[src/verilog/irq_pkg.sv]
package irq_pkg;

   // Register byte addresses
   localparam logic [7:0] MAIN_IRQ_CONTROL_OFS   = 8'h00;
   localparam logic [7:0] SECOND_IRQ_CONTROL_OFS = 8'h04;
   localparam logic [7:0] THIRD_IRQ_CONTROL_OFS  = 8'h08;
   localparam logic [7:0] PERIPHERAL_PRIO_2_OFS  = 8'h0C;
   localparam logic [7:0] RESET_CAUSE_CTRL_OFS   = 8'h10;
   localparam logic [7:0] TIMER_ZERO_LOW_OFS     = 8'h14;
   localparam logic [7:0] TIMER_ZERO_HIGH_OFS    = 8'h18;
   localparam logic [7:0] TIMER_ZERO_CONFIG_OFS  = 8'h1C;

   // Register index after decode
   typedef enum logic [3:0] {
      REG_MAIN   = 4'h0,
      REG_SECOND = 4'h1,
      REG_THIRD  = 4'h2,
      REG_PRIO2  = 4'h3,
      REG_RCAUSE = 4'h4,
      REG_TLOW   = 4'h5,
      REG_THIGH  = 4'h6,
      REG_TCFG   = 4'h7,
      REG_NONE   = 4'hF
   } reg_index_type;

   // Main control fields
   localparam int GLOBAL_IRQ_ENABLE_BIT = 7;
   localparam int PERIPH_IRQ_ENABLE_BIT = 6;
   localparam int TIMER_ZERO_EN_BIT     = 5;
   localparam int EXT_ZERO_EN_BIT       = 4;
   localparam int PORT_CHANGE_EN_BIT    = 3;
   localparam int TIMER_ZERO_FLAG_BIT   = 2;
   localparam int EXT_ZERO_FLAG_BIT     = 1;
   localparam int PORT_CHANGE_FLAG_BIT  = 0;

   // Second control fields
   localparam int EDGE_SEL_ZERO_BIT     = 6;
   localparam int EDGE_SEL_ONE_BIT      = 5;
   localparam int EDGE_SEL_TWO_BIT      = 4;
   localparam int TIMER_ZERO_PRIO_BIT   = 2;
   localparam int PORT_CHANGE_PRIO_BIT  = 0;

   // Third control fields
   localparam int EXT_TWO_PRIO_BIT      = 7;
   localparam int EXT_ONE_PRIO_BIT      = 6;
   localparam int EXT_TWO_EN_BIT        = 4;
   localparam int EXT_ONE_EN_BIT        = 3;
   localparam int EXT_TWO_FLAG_BIT      = 1;
   localparam int EXT_ONE_FLAG_BIT      = 0;

   // Reset cause control fields
   localparam int PRIO_LEVELS_EN_BIT    = 7;
   localparam int WATCHDOG_TIMEOUT_BIT  = 3;
   localparam int POWER_DOWN_BIT        = 2;

   // Timer config fields
   localparam int TIMER_SIXTEEN_BIT     = 0;

   // Reset values and masks
   localparam logic [7:0] PERIPHERAL_PRIO_2_RST  = 8'hDF;
   localparam logic [7:0] PERIPHERAL_PRIO_2_MASK = 8'hDF;
   localparam logic [7:0] RESET_CAUSE_RST        = 8'h5C;
   localparam logic [7:0] RESET_CAUSE_WMASK      = 8'hD3;
   localparam logic [7:0] SECOND_CTRL_RST        = 8'h75;
   localparam logic [7:0] SECOND_CTRL_MASK       = 8'h75;
   localparam logic [7:0] THIRD_CTRL_RST         = 8'hC0;
   localparam logic [7:0] THIRD_CTRL_MASK        = 8'hDB;
   localparam logic [7:0] BYTE_ZERO              = 8'h00;
   localparam logic [7:0] BYTE_ONES              = 8'hFF;

   // Pin synchroniser depth
   localparam int SYNC_STAGES = 3;

endpackage : irq_pkg

[src/verilog/pin_filter.sv]
`timescale 1ns/1ps

// Three-stage pin synchroniser; output follows once stages two and three agree
module pin_filter #(
   parameter int WIDTH = 1
) (
   input  wire logic             pclk,
   input  wire logic             presetn,
   input  wire logic [WIDTH-1:0] pin_async,
   output logic      [WIDTH-1:0] pin_stable
);

   logic [WIDTH-1:0] meta_q;
   logic [WIDTH-1:0] sync_q;
   logic [WIDTH-1:0] late_q;
   logic [WIDTH-1:0] stable_q;

   // Chain; first stage feeds only the second
   always_ff @(posedge pclk or negedge presetn) begin
      if (!presetn) begin
         meta_q <= '0;
         sync_q <= '0;
         late_q <= '0;
      end else begin
         meta_q <= pin_async;
         sync_q <= meta_q;
         late_q <= sync_q;
      end
   end

   // Accept a level once stages two and three agree
   always_ff @(posedge pclk or negedge presetn) begin
      if (!presetn) begin
         stable_q <= '0;
      end else begin
         for (int i = 0; i < WIDTH; i++) begin
            if (sync_q[i] == late_q[i]) begin
               stable_q[i] <= late_q[i];
            end
         end
      end
   end

   assign pin_stable = stable_q;

endmodule : pin_filter

[src/verilog/irq_ctrl.sv]
// Decided for this implementation: the register offsets and the APB slave port.
`timescale 1ns/1ps

module irq_ctrl (
   input  wire logic        pclk,
   input  wire logic        presetn,
   input  wire logic        psel,
   input  wire logic        penable,
   input  wire logic        pwrite,
   input  wire logic [7:0]  paddr,
   input  wire logic [31:0] pwdata,
   output logic             pready,
   output logic [31:0]      prdata,
   output logic             pslverr,
   input  wire logic [2:0]  ext_irq_pins,
   input  wire logic [3:0]  port_b_pins,
   input  wire logic        timer_zero_tick,
   input  wire logic [7:0]  periph_two_pending,
   input  wire logic [7:0]  periph_one_pending,
   input  wire logic [7:0]  periph_one_prio,
   input  wire logic        watchdog_timeout_flag,
   input  wire logic        power_down_flag,
   input  wire logic        irq_entry,
   input  wire logic [20:0] return_pc,
   input  wire logic [7:0]  working_register,
   input  wire logic [7:0]  status_register,
   input  wire logic [7:0]  bank_select_register,
   output logic             irq_high_q,
   output logic             irq_low_q,
   output logic             wake_q,
   output logic             stack_push_q,
   output logic [20:0]      stack_pc_q,
   output logic [7:0]       shadow_working_q,
   output logic [7:0]       shadow_status_q,
   output logic [7:0]       shadow_bank_q
);

   logic [7:3]  main_ctl_q;
   logic [2:0]  ext_flag_q;
   logic        timer_flag_q;
   logic        port_flag_q;
   logic [7:0]  second_ctl_q;
   logic [7:0]  third_ctl_q;
   logic [7:0]  prio_two_q;
   logic [7:0]  rcause_q;
   logic [7:0]  tlow_q;
   logic [7:0]  thigh_q;
   logic        sixteen_q;
   logic [2:0]  ext_stable;
   logic [3:0]  port_stable;
   logic [2:0]  ext_prev_q;
   logic [3:0]  port_prev_q;
   logic [2:0]  ext_edge;
   logic [2:0]  edge_sel;
   logic [2:0]  ext_en;
   logic        port_change;
   logic        timer_roll;
   logic        wr_en;
   logic        rd_setup;
   logic [7:0]  wbyte;
   logic [7:0]  rd_byte;
   logic        priority_levels_enable;
   logic        global_irq_enable;
   logic        peripheral_irq_enable;
   logic        high_any;
   logic        low_any;
   logic [7:0]  prio_eff_two;
   logic [7:0]  prio_eff_one;
   logic        p_tmr;
   logic        p_port;
   logic [2:0]  p_ext;
   logic        core_pend;
   logic        core_high;
   logic        core_low;
   irq_pkg::reg_index_type idx;

   // Address decode shared by reads and writes
   function automatic irq_pkg::reg_index_type decode(input logic [7:0] a);
      if (a == irq_pkg::MAIN_IRQ_CONTROL_OFS) return irq_pkg::REG_MAIN;
      else if (a == irq_pkg::SECOND_IRQ_CONTROL_OFS) return irq_pkg::REG_SECOND;
      else if (a == irq_pkg::THIRD_IRQ_CONTROL_OFS) return irq_pkg::REG_THIRD;
      else if (a == irq_pkg::PERIPHERAL_PRIO_2_OFS) return irq_pkg::REG_PRIO2;
      else if (a == irq_pkg::RESET_CAUSE_CTRL_OFS) return irq_pkg::REG_RCAUSE;
      else if (a == irq_pkg::TIMER_ZERO_LOW_OFS) return irq_pkg::REG_TLOW;
      else if (a == irq_pkg::TIMER_ZERO_HIGH_OFS) return irq_pkg::REG_THIGH;
      else if (a == irq_pkg::TIMER_ZERO_CONFIG_OFS) return irq_pkg::REG_TCFG;
      else return irq_pkg::REG_NONE;
   endfunction : decode

   // Pin synchronisers
   pin_filter #(.WIDTH(3)) u_ext_sync (
      .pclk       (pclk),
      .presetn    (presetn),
      .pin_async  (ext_irq_pins),
      .pin_stable (ext_stable)
   );

   pin_filter #(.WIDTH(4)) u_port_sync (
      .pclk       (pclk),
      .presetn    (presetn),
      .pin_async  (port_b_pins),
      .pin_stable (port_stable)
   );

   // Bus strobes
   assign idx      = decode(paddr);
   assign wr_en    = psel & penable & pwrite & (idx != irq_pkg::REG_NONE);
   assign rd_setup = psel & ~penable;
   assign wbyte    = pwdata[7:0];
   assign pready   = 1'b1;

   // Edge and change detection
   assign edge_sel = {second_ctl_q[irq_pkg::EDGE_SEL_TWO_BIT],
                      second_ctl_q[irq_pkg::EDGE_SEL_ONE_BIT],
                      second_ctl_q[irq_pkg::EDGE_SEL_ZERO_BIT]};
   assign ext_edge = (edge_sel & ext_stable & ~ext_prev_q)
                   | (~edge_sel & ~ext_stable & ext_prev_q);
   assign port_change = |(port_stable ^ port_prev_q);
   assign timer_roll  = timer_zero_tick & (tlow_q == irq_pkg::BYTE_ONES)
                      & (~sixteen_q | (thigh_q == irq_pkg::BYTE_ONES));

   always_ff @(posedge pclk or negedge presetn) begin
      if (!presetn) begin
         ext_prev_q  <= '0;
         port_prev_q <= '0;
      end else begin
         ext_prev_q  <= ext_stable;
         port_prev_q <= port_stable;
      end
   end

   // Main control enables
   always_ff @(posedge pclk or negedge presetn) begin
      if (!presetn) begin
         main_ctl_q <= '0;
      end else if (wr_en && idx == irq_pkg::REG_MAIN) begin
         main_ctl_q <= wbyte[7:3];
      end
   end

   // Flags: hardware set wins over software write
   always_ff @(posedge pclk or negedge presetn) begin
      if (!presetn) begin
         ext_flag_q   <= '0;
         timer_flag_q <= 1'b0;
         port_flag_q  <= 1'b0;
      end else begin
         if (wr_en && idx == irq_pkg::REG_MAIN) begin
            ext_flag_q[0] <= wbyte[irq_pkg::EXT_ZERO_FLAG_BIT] | ext_edge[0];
            timer_flag_q  <= wbyte[irq_pkg::TIMER_ZERO_FLAG_BIT] | timer_roll;
            port_flag_q   <= wbyte[irq_pkg::PORT_CHANGE_FLAG_BIT] | port_change;
         end else begin
            ext_flag_q[0] <= ext_flag_q[0] | ext_edge[0];
            timer_flag_q  <= timer_flag_q | timer_roll;
            port_flag_q   <= port_flag_q | port_change;
         end
         if (wr_en && idx == irq_pkg::REG_THIRD) begin
            ext_flag_q[1] <= wbyte[irq_pkg::EXT_ONE_FLAG_BIT] | ext_edge[1];
            ext_flag_q[2] <= wbyte[irq_pkg::EXT_TWO_FLAG_BIT] | ext_edge[2];
         end else begin
            ext_flag_q[2:1] <= ext_flag_q[2:1] | ext_edge[2:1];
         end
      end
   end

   // Second and third control, peripheral priority two
   always_ff @(posedge pclk or negedge presetn) begin
      if (!presetn) begin
         second_ctl_q <= irq_pkg::SECOND_CTRL_RST;
         third_ctl_q  <= irq_pkg::THIRD_CTRL_RST;
         prio_two_q   <= irq_pkg::PERIPHERAL_PRIO_2_RST;
      end else if (wr_en) begin
         if (idx == irq_pkg::REG_SECOND) begin
            second_ctl_q <= wbyte & irq_pkg::SECOND_CTRL_MASK;
         end else if (idx == irq_pkg::REG_THIRD) begin
            third_ctl_q <= wbyte & irq_pkg::THIRD_CTRL_MASK;
         end else if (idx == irq_pkg::REG_PRIO2) begin
            prio_two_q <= wbyte & irq_pkg::PERIPHERAL_PRIO_2_MASK;
         end
      end
   end

   // Reset cause control; timeout and power-down follow their inputs
   always_ff @(posedge pclk or negedge presetn) begin
      if (!presetn) begin
         rcause_q <= irq_pkg::RESET_CAUSE_RST;
      end else begin
         if (wr_en && idx == irq_pkg::REG_RCAUSE) begin
            rcause_q <= (wbyte & irq_pkg::RESET_CAUSE_WMASK)
                      | (rcause_q & ~irq_pkg::RESET_CAUSE_WMASK);
         end
         rcause_q[irq_pkg::WATCHDOG_TIMEOUT_BIT] <= watchdog_timeout_flag;
         rcause_q[irq_pkg::POWER_DOWN_BIT]       <= power_down_flag;
      end
   end

   // Timer zero counter and mode
   always_ff @(posedge pclk or negedge presetn) begin
      if (!presetn) begin
         tlow_q    <= irq_pkg::BYTE_ZERO;
         thigh_q   <= irq_pkg::BYTE_ZERO;
         sixteen_q <= 1'b0;
      end else begin
         if (wr_en && idx == irq_pkg::REG_TLOW) begin
            tlow_q <= wbyte;
         end else if (timer_zero_tick) begin
            tlow_q <= tlow_q + 8'h01;
         end
         if (wr_en && idx == irq_pkg::REG_THIGH) begin
            thigh_q <= wbyte;
         end else if (timer_zero_tick && sixteen_q && tlow_q == irq_pkg::BYTE_ONES) begin
            thigh_q <= thigh_q + 8'h01;
         end
         if (wr_en && idx == irq_pkg::REG_TCFG) begin
            sixteen_q <= wbyte[irq_pkg::TIMER_SIXTEEN_BIT];
         end
      end
   end

   // Read mux
   always_comb begin
      rd_byte = irq_pkg::BYTE_ZERO;
      case (idx)
         irq_pkg::REG_MAIN:   rd_byte = {main_ctl_q, timer_flag_q, ext_flag_q[0], port_flag_q};
         irq_pkg::REG_SECOND: rd_byte = second_ctl_q;
         irq_pkg::REG_THIRD:  rd_byte = {third_ctl_q[7:2], ext_flag_q[2:1]};
         irq_pkg::REG_PRIO2:  rd_byte = prio_eff_two;
         irq_pkg::REG_RCAUSE: rd_byte = rcause_q;
         irq_pkg::REG_TLOW:   rd_byte = tlow_q;
         irq_pkg::REG_THIGH:  rd_byte = thigh_q;
         irq_pkg::REG_TCFG:   rd_byte = {7'h00, sixteen_q};
         default:             rd_byte = irq_pkg::BYTE_ZERO;
      endcase
   end

   // Read data and error captured in setup, shown in access
   always_ff @(posedge pclk or negedge presetn) begin
      if (!presetn) begin
         prdata  <= 32'h0000_0000;
         pslverr <= 1'b0;
      end else if (rd_setup) begin
         prdata  <= {24'h00_0000, rd_byte};
         pslverr <= (idx == irq_pkg::REG_NONE);
      end
   end

   // Priority routing
   assign priority_levels_enable = rcause_q[irq_pkg::PRIO_LEVELS_EN_BIT];
   assign global_irq_enable  = main_ctl_q[irq_pkg::GLOBAL_IRQ_ENABLE_BIT];
   assign peripheral_irq_enable = main_ctl_q[irq_pkg::PERIPH_IRQ_ENABLE_BIT];
   assign ext_en = {third_ctl_q[irq_pkg::EXT_TWO_EN_BIT],
                    third_ctl_q[irq_pkg::EXT_ONE_EN_BIT],
                    main_ctl_q[irq_pkg::EXT_ZERO_EN_BIT]};
   assign p_ext  = ext_flag_q & ext_en;
   assign p_tmr  = timer_flag_q & main_ctl_q[irq_pkg::TIMER_ZERO_EN_BIT];
   assign p_port = port_flag_q & main_ctl_q[irq_pkg::PORT_CHANGE_EN_BIT];
   assign prio_eff_two = prio_two_q & irq_pkg::PERIPHERAL_PRIO_2_MASK;
   assign prio_eff_one = periph_one_prio;
   assign core_pend = (|p_ext) | p_tmr | p_port;
   assign core_high = p_ext[0]
                    | (p_ext[1] & third_ctl_q[irq_pkg::EXT_ONE_PRIO_BIT])
                    | (p_ext[2] & third_ctl_q[irq_pkg::EXT_TWO_PRIO_BIT])
                    | (p_tmr & second_ctl_q[irq_pkg::TIMER_ZERO_PRIO_BIT])
                    | (p_port & second_ctl_q[irq_pkg::PORT_CHANGE_PRIO_BIT]);
   assign core_low  = (p_ext[1] & ~third_ctl_q[irq_pkg::EXT_ONE_PRIO_BIT])
                    | (p_ext[2] & ~third_ctl_q[irq_pkg::EXT_TWO_PRIO_BIT])
                    | (p_tmr & ~second_ctl_q[irq_pkg::TIMER_ZERO_PRIO_BIT])
                    | (p_port & ~second_ctl_q[irq_pkg::PORT_CHANGE_PRIO_BIT]);
   assign high_any = core_high | (|(periph_two_pending & prio_eff_two))
                   | (|(periph_one_pending & prio_eff_one));
   assign low_any  = core_low | (|(periph_two_pending & ~prio_eff_two))
                   | (|(periph_one_pending & ~prio_eff_one));

   // Requests to the core and wake
   always_ff @(posedge pclk or negedge presetn) begin
      if (!presetn) begin
         irq_high_q <= 1'b0;
         irq_low_q  <= 1'b0;
         wake_q     <= 1'b0;
      end else begin
         if (priority_levels_enable) begin
            irq_high_q <= global_irq_enable & high_any;
            irq_low_q  <= global_irq_enable & peripheral_irq_enable & low_any;
         end else begin
            irq_high_q <= global_irq_enable & (core_pend | (peripheral_irq_enable & ((|periph_two_pending)
                        | (|periph_one_pending))));
            irq_low_q  <= 1'b0;
         end
         wake_q <= |p_ext;
      end
   end

   // Context save on interrupt entry
   always_ff @(posedge pclk or negedge presetn) begin
      if (!presetn) begin
         stack_push_q     <= 1'b0;
         stack_pc_q       <= 21'h00_0000;
         shadow_working_q <= irq_pkg::BYTE_ZERO;
         shadow_status_q  <= irq_pkg::BYTE_ZERO;
         shadow_bank_q    <= irq_pkg::BYTE_ZERO;
      end else begin
         stack_push_q <= irq_entry;
         if (irq_entry) begin
            stack_pc_q       <= return_pc;
            shadow_working_q <= working_register;
            shadow_status_q  <= status_register;
            shadow_bank_q    <= bank_select_register;
         end
      end
   end

endmodule : irq_ctrl

[config.mk]
export PLATFORM = sky130hd
export DESIGN_NAME = irq_ctrl
export DESIGN_NICKNAME = d
export VERILOG_FILES = /design/src/verilog/irq_pkg.sv /design/src/verilog/pin_filter.sv /design/src/verilog/irq_ctrl.sv
export SDC_FILE = /design/constraint.sdc
export NUM_CORES = 1
export LEC_CHECK = 0
export ABC_AREA = 1
export ABC_CLOCK_PERIOD_IN_PS = 2150
export BUFFER_PORTS_ARGS = -buffer_cell sky130_fd_sc_hd__buf_2
export CORE_ASPECT_RATIO = 0.9
export CORE_MARGIN = 1
export CORE_UTILIZATION = 54
export CTS_CLUSTER_DIAMETER = 80
export CTS_CLUSTER_SIZE = 12
export DETAILED_ROUTE_END_ITERATION = 16
export GPL_ROUTABILITY_DRIVEN = 0
export GPL_TIMING_DRIVEN = 0
export HOLD_SLACK_MARGIN = 0.12
export PLACE_DENSITY = 0.85
export SYNTH_ARGS = -nofsm -noshare
export SYNTH_HDL_FRONTEND = slang
export SYNTH_SLANG_ARGS = --single-unit
[constraint.sdc]
create_clock -name pclk -period 2.15 [get_ports pclk]
set_input_delay 0.43 -clock pclk [delete_from_list [all_inputs] [get_ports pclk]]
set_output_delay 0.43 -clock pclk [all_outputs]
set_load 0.05 [all_outputs]
==> out/metrics.cfg, run 1 <==
[status]
status=finished clean

[clock_tree]
path_clk_slew_ps=60
clk-insertion-delay-late_ps=410
cts_buffer_depth=2
htree_levels=4
cts_root_buf=clkbuf_16
cts_tree=built
post-cts-setup-buffers=0
cts_sinks=143
post_cts_resized=0
numCtsBuffers=17

[setup_path]
crit_path_start_kind=input pin
r2r_cells=7
reg2reg_from=tlow_q[0]$_DFFE_PN0P_
worstSetupPathType=in2reg
cp_max_fo=10
startpoint=irq_entry
crit_required_ps=2440
critPathArrivalTime_ps=2120
cp-end-kind=register

[synth]
yosysWarningCount=0
avgSynthCellArea_um2=9.48
synth-async-reset-ratio_pct=100
yosysUniqueCellTypes=43
synth_edf_count=0
syn_inst=717
netlist_area_um2=6800
ys.flop_type=dfrtp_1
ys_seq_area_share_pct=53.0
ys_ff_latch=143

[timing]
setup_ws_ps=324
hold-worst-slack_ps=241
worst_slew_pin_slew_ps=668
rsz0062_at_grt=no
hold_violations=0
min_period_ps=1830
drv_slew=0
slew_headroom_pct=55.5
clock_skew_ps=4.89
post-route-period-util_pct=84.9
max_freq_ghz=0.548
setup_viol_count_final=0

[die]
die_h_um=108
pin_count=208
die_w_um=120
initial_core_util_pct=55.8
core_area_um2=12200
die_area_um2=13000
fp-row-count=38

[placed_design]
portBuffers=157
place_ws_ps=384
dpl.hpwl_mm=11.9

[pwr]
power.leakage_nw=4.48
ir_drop_v=0.000722
power_density_nw_per_um2=832

[routing]
drtIter0Drc=402
ant_nets=0
dr.pass1.iters=7
drt-wirelength-per-cell_um=14.9
viasPerCell=5.19
wl_mm=16.4
vias=5713
route.detailed.drc=0

[min_path]
hold_start=bank_select_register[4]
hp-class=in2reg
whs_path_depth=2

[global_route]
antenna_found_initial=0
grt_pass1_wl_mm=26.6
grt_usage_pct=26.5
grt_start_max_net_pins=75
grt_pass1_vias=5620
gr-total-overflow=0

[cells_and_area]
synthToLayoutAreaGrowth_pct=26.7
antenna_cells=0
fin_nets=1055
fin_util_pct=70.7
drive_gt1_share_pct=35.2

[job]
cap_violations=0

## area by class of cell
cell class	count	area, um2
buffer	43	322
inverter	62	239
sequential	143	3600
clock buffer	18	429
clock inverter	14	168
fill	918	3560
multi-input combinational	492	2720
timing repair buffer	169	930
tap	160	200
## sequential cells by signal, indices dropped and copies added (netlist names), 4 cells and up
signal and cells:
main_ctl_q 5, port_prev_q 4, prdata 8, prio_two_q 7, rcause_q 7, second_ctl_q 5
shadow_bank_q 8, shadow_status_q 8, shadow_working_q 8, stack_pc_q 21, thigh_q 8, third_ctl_q 4
tlow_q 8, u_port_sync.late_q 4, u_port_sync.meta_q 4, u_port_sync.pin_stable 4, u_port_sync.sync_q 4
## per-layer routing
metal | global-route usage, % | vias to the layer above | routed length [um]
met5 | 0 | - | 0
met4 | 11.1 | 0 | 332
met3 | 7.81 | 35 | 1380
met2 | 44.1 | 284 | 8060
met1 | 32.4 | 2660 | 6660
li1 | - | 2734 | -
## repair_timing
action	4_1_cts	5_1_grt
hold buffers	9	2
setup endpoints to repair	0	0
hold endpoints to repair	63	2
## Yosys cell counts (8+ instances only)
library cell / instances / area share, %
buf_4: 28 / 3.1
dfrtp_1: 125 / 46
dfstp_2: 18 / 7.0
inv_1: 54 / 3.0
mux2_2: 45 / 7.5
nand2_1: 162 / 8.9
nand3_1: 91 / 6.7
nand4_1: 10 / 0.92
nor2_1: 56 / 3.1
o21ai_0: 21 / 1.5
o21ai_1: 11 / 0.81
xor2_1: 8 / 1.0
## power by group
| part | internal (mW) | switching, mW | total [mW] |
|---|---|---|---|
| clock network | 1.75 | 1.23 | 2.98 |
| logic | 0.377 | 0.778 | 1.15 |
| registers | 2.89 | 0.145 | 3.03 |
| total | 5.02 | 2.15 | 7.17 |
## worst paths after layout
| check | slack, ps | to |
|---|---|---|
| max | 320 | stack_pc_q[13]$_DFFE_PN0P_ |
| min | 240 | shadow_bank_q[4]$_DFFE_PN0P_ |
| max reg2reg | 440 | thigh_q[3]$_DFFE_PN0P_ |
| min in group asynchronous | 580 | irq_high_q$_DFF_PN0_ |
| max in group asynchronous | 710 | second_ctl_q[6]$_DFFE_PN1P_ |
| min reg2reg | 350 | u_port_sync.sync_q[3]$_DFF_PN0_ |
## critical path: stages
cell and delay (ps):
dlygate4sd3_1 520, buf_2 110, clkbuf_1 340, buf_2 340, mux2_2 370
## cell usage in the layout (no fill, tap or decap), types with 11 or more instances in the layout
cell             n
nor2_1          56
buf_4           28
clkbuf_16       17
inv_1           54
dfrtp_1        125
dlygate4sd3_1   11
dfstp_2         18
buf_2          163
o21ai_1         11
nand2_1        162
o21ai_0         21
nand3_1         91
conb_1          25
mux2_2          45
## kinds of logic (layout without fill, tap and decap cells)
logic type | Yosys count | in the layout | synth area share (%)
compound gates | 55 | 55 | 4.86
fa+ha+maj | 9 | 9 | 1.40
flops | 143 | 143 | 53.0
mux | 45 | 45 | 7.45
other cells | 2 | 25 | 0.110
xor+xnor | 11 | 11 | 1.42
simple gates | 347 | 347 | 23.5
buf+inv | 105 | 306 | 8.25
## stage by stage
stage               std cells  total power [mW]  cell area, um2  setup TNS, ps
floorplan                 740              3.84            6880              0
global placement         1057              4.17            7870        -165770
detailed placement       1058              4.21            7900              0
CTS                      1099              7.20            8590              0
global route             1101              7.44            8610              0
finish                   1101              7.17            8610              0
No activity file was read; power rests on OpenSTA's default activity.
==> run 2: changes to the inputs <==
--- a/config.mk
+++ b/config.mk
@@ -6,18 +6,18 @@
 export NUM_CORES = 1
 export LEC_CHECK = 0
 export ABC_AREA = 1
-export ABC_CLOCK_PERIOD_IN_PS = 2150
+export ABC_CLOCK_PERIOD_IN_PS = 1700
 export BUFFER_PORTS_ARGS = -buffer_cell sky130_fd_sc_hd__buf_2
 export CORE_ASPECT_RATIO = 0.9
 export CORE_MARGIN = 1
-export CORE_UTILIZATION = 54
+export CORE_UTILIZATION = 52
 export CTS_CLUSTER_DIAMETER = 80
 export CTS_CLUSTER_SIZE = 12
 export DETAILED_ROUTE_END_ITERATION = 16
 export GPL_ROUTABILITY_DRIVEN = 0
 export GPL_TIMING_DRIVEN = 0
 export HOLD_SLACK_MARGIN = 0.12
-export PLACE_DENSITY = 0.85
+export PLACE_DENSITY = 0.83
 export SYNTH_ARGS = -nofsm -noshare
 export SYNTH_HDL_FRONTEND = slang
 export SYNTH_SLANG_ARGS = --single-unit
==> constraint.sdc (replaced) <==
create_clock -name pclk -period 1.7 [get_ports pclk]
set_input_delay 0.34 -clock pclk [delete_from_list [all_inputs] [get_ports pclk]]
set_output_delay 0.34 -clock pclk [all_outputs]
set_load 0.05 [all_outputs]
==> run 2 against run 1 <==
Hold slack worse by 98 ps. Global-route usage decreased by 1.3 points. Die area rose by 3.8%. Largest cell class unchanged.
==> out/metrics.cfg, run 2 (synthesis results as in run 1) <==
[status]
status=finished clean

[timing]
max_freq_ghz=0.637
hold_violations=0
post-route-period-util_pct=92.4
clock_skew_ps=12.2
min_period_ps=1570
drv_slew=0
hold-worst-slack_ps=143
setup_ws_ps=129
rsz0062_at_grt=no
setup_viol_count_final=0
slew_headroom_pct=65.7
worst_slew_pin_slew_ps=515

[global_route]
grt_pass1_vias=5352
met3_usage_pct=7.23
gr-total-overflow=0
top_usage_layer=met2
antenna_found_initial=0
grt_util_met2_pct=40.9
grt_pass1_wl_mm=26.1
grt_usage_pct=25.2
met1_usage_pct=31.4
grt_start_max_net_pins=92

[min_path]
hp-class=in2reg

[routing]
vias=5669
drtIter0Drc=420
viasPerCell=5.12
wl_mm=16.2
drt-wirelength-per-cell_um=14.6
ant_nets=0
dr.pass1.iters=5
route.detailed.drc=0

[die]
die_area_um2=13500
core_area_um2=12700
initial_core_util_pct=53.4
fp-row-count=39
pin_count=208
die_w_um=123
die_h_um=110

[cells_and_area]
antenna_cells=0
finalNonFillerCells=1108
final_common_cell=buf_2
fin_nets=1058
drive_gt1_share_pct=35.4
fin_util_pct=68.2
final_area_um2=8690
synthToLayoutAreaGrowth_pct=27.8
regMostFlops=stack_pc_q
final_cell_mix=163 x buf_2, 162 x nand2_1, 125 x dfrtp_1, 91 x nand3_1, 56 x nor2_1
largest_reg_flops=21

[placed_design]
dp.cells=1062
portBuffers=157
place_area_um2=7910
place_ws_ps=1.74
dpl.hpwl_mm=11.5

[clock_tree]
path_clk_slew_ps=70
cts_tree=built
cts_root_buf=clkbuf_16
cts_sinks=143
htree_levels=4
numCtsBuffers=17
clk-insertion-delay-late_ps=430
cts_buffer_depth=2

[setup_path]
crit_chain=ha_1, nand2_1, nor3b_4, nand3_4, clkinv_2, nand3_1, nand3_1
worstSetupPathType=reg2reg
crit_slowest_cell=dfrtp_1
crit_required_ps=2050
crit_path_start_kind=register
cp_max_fo=9
critPathArrivalTime_ps=1930
cp_slowest_stage_delay_ps=400
path_buf_inv=1
critPathTopFamily=simple AND/OR/NAND/NOR gates
cp-end-kind=register
crit_top_cell=nand3_1

[pwr]
ir_drop_v=0.000982
power.leakage_nw=4.52
power_density_nw_per_um2=1070

[job]
cap_violations=0

run 2: power breakdown:
part / internal [mW] / switching, mW
clock: 2.40 / 1.60
combinational: 0.504 / 1.00
sequential: 3.65 / 0.184
total: 6.55 / 2.79
run 2: worst paths after layout:
kind / startpoint / to / slack [ps] / depth (start not counted)
max: tlow_q[1]$_DFFE_PN0P_ / thigh_q[6]$_DFFE_PN0P_ / 130 / 7
min: return_pc[9] / stack_pc_q[9]$_DFFE_PN0P_ / 140 / 2
max reg2reg: tlow_q[1]$_DFFE_PN0P_ / thigh_q[6]$_DFFE_PN0P_ / 130 / 7
min reg2reg: u_ext_sync.meta_q[2]$_DFF_PN0_ / u_ext_sync.sync_q[2]$_DFF_PN0_ / 350 / 0
max in group asynchronous: presetn / second_ctl_q[4]$_DFFE_PN1P_ / 490 / 3
min in group asynchronous: presetn / irq_high_q$_DFF_PN0_ / 430 / 2
run 2: layout make-up:
type	instances	area, um2
sequential	143	3600
multi-input combinational	492	2730
buffer	43	322
clock inverter	14	209
inverter	62	239
tap	164	205
clock buffer	18	429
fill	978	4050
timing repair buffer	172	952
run 2: timing repair:
action	in CTS	in global routing
hold buffers	11	0
resized for setup	0	1
endpoints found under the hold margin	55	0
buffers inserted	0	3
setup endpoints to repair	0	8
run 2: per-stage QoR:
step / TNS, ps / power [mW]
floorplan: 0 / 4.86
global placement: -220000 / 5.27
detailed placement: 0 / 5.31
CTS: 0 / 9.35
global route: 0 / 9.68
finish: 0 / 9.34
run 2: layer usage:
metal	vias to the layer above	part of all wire, %
li1	2731	-
met2	250	48
met1	2649	41
met4	0	2.7
met3	39	7.9
met5	-	0
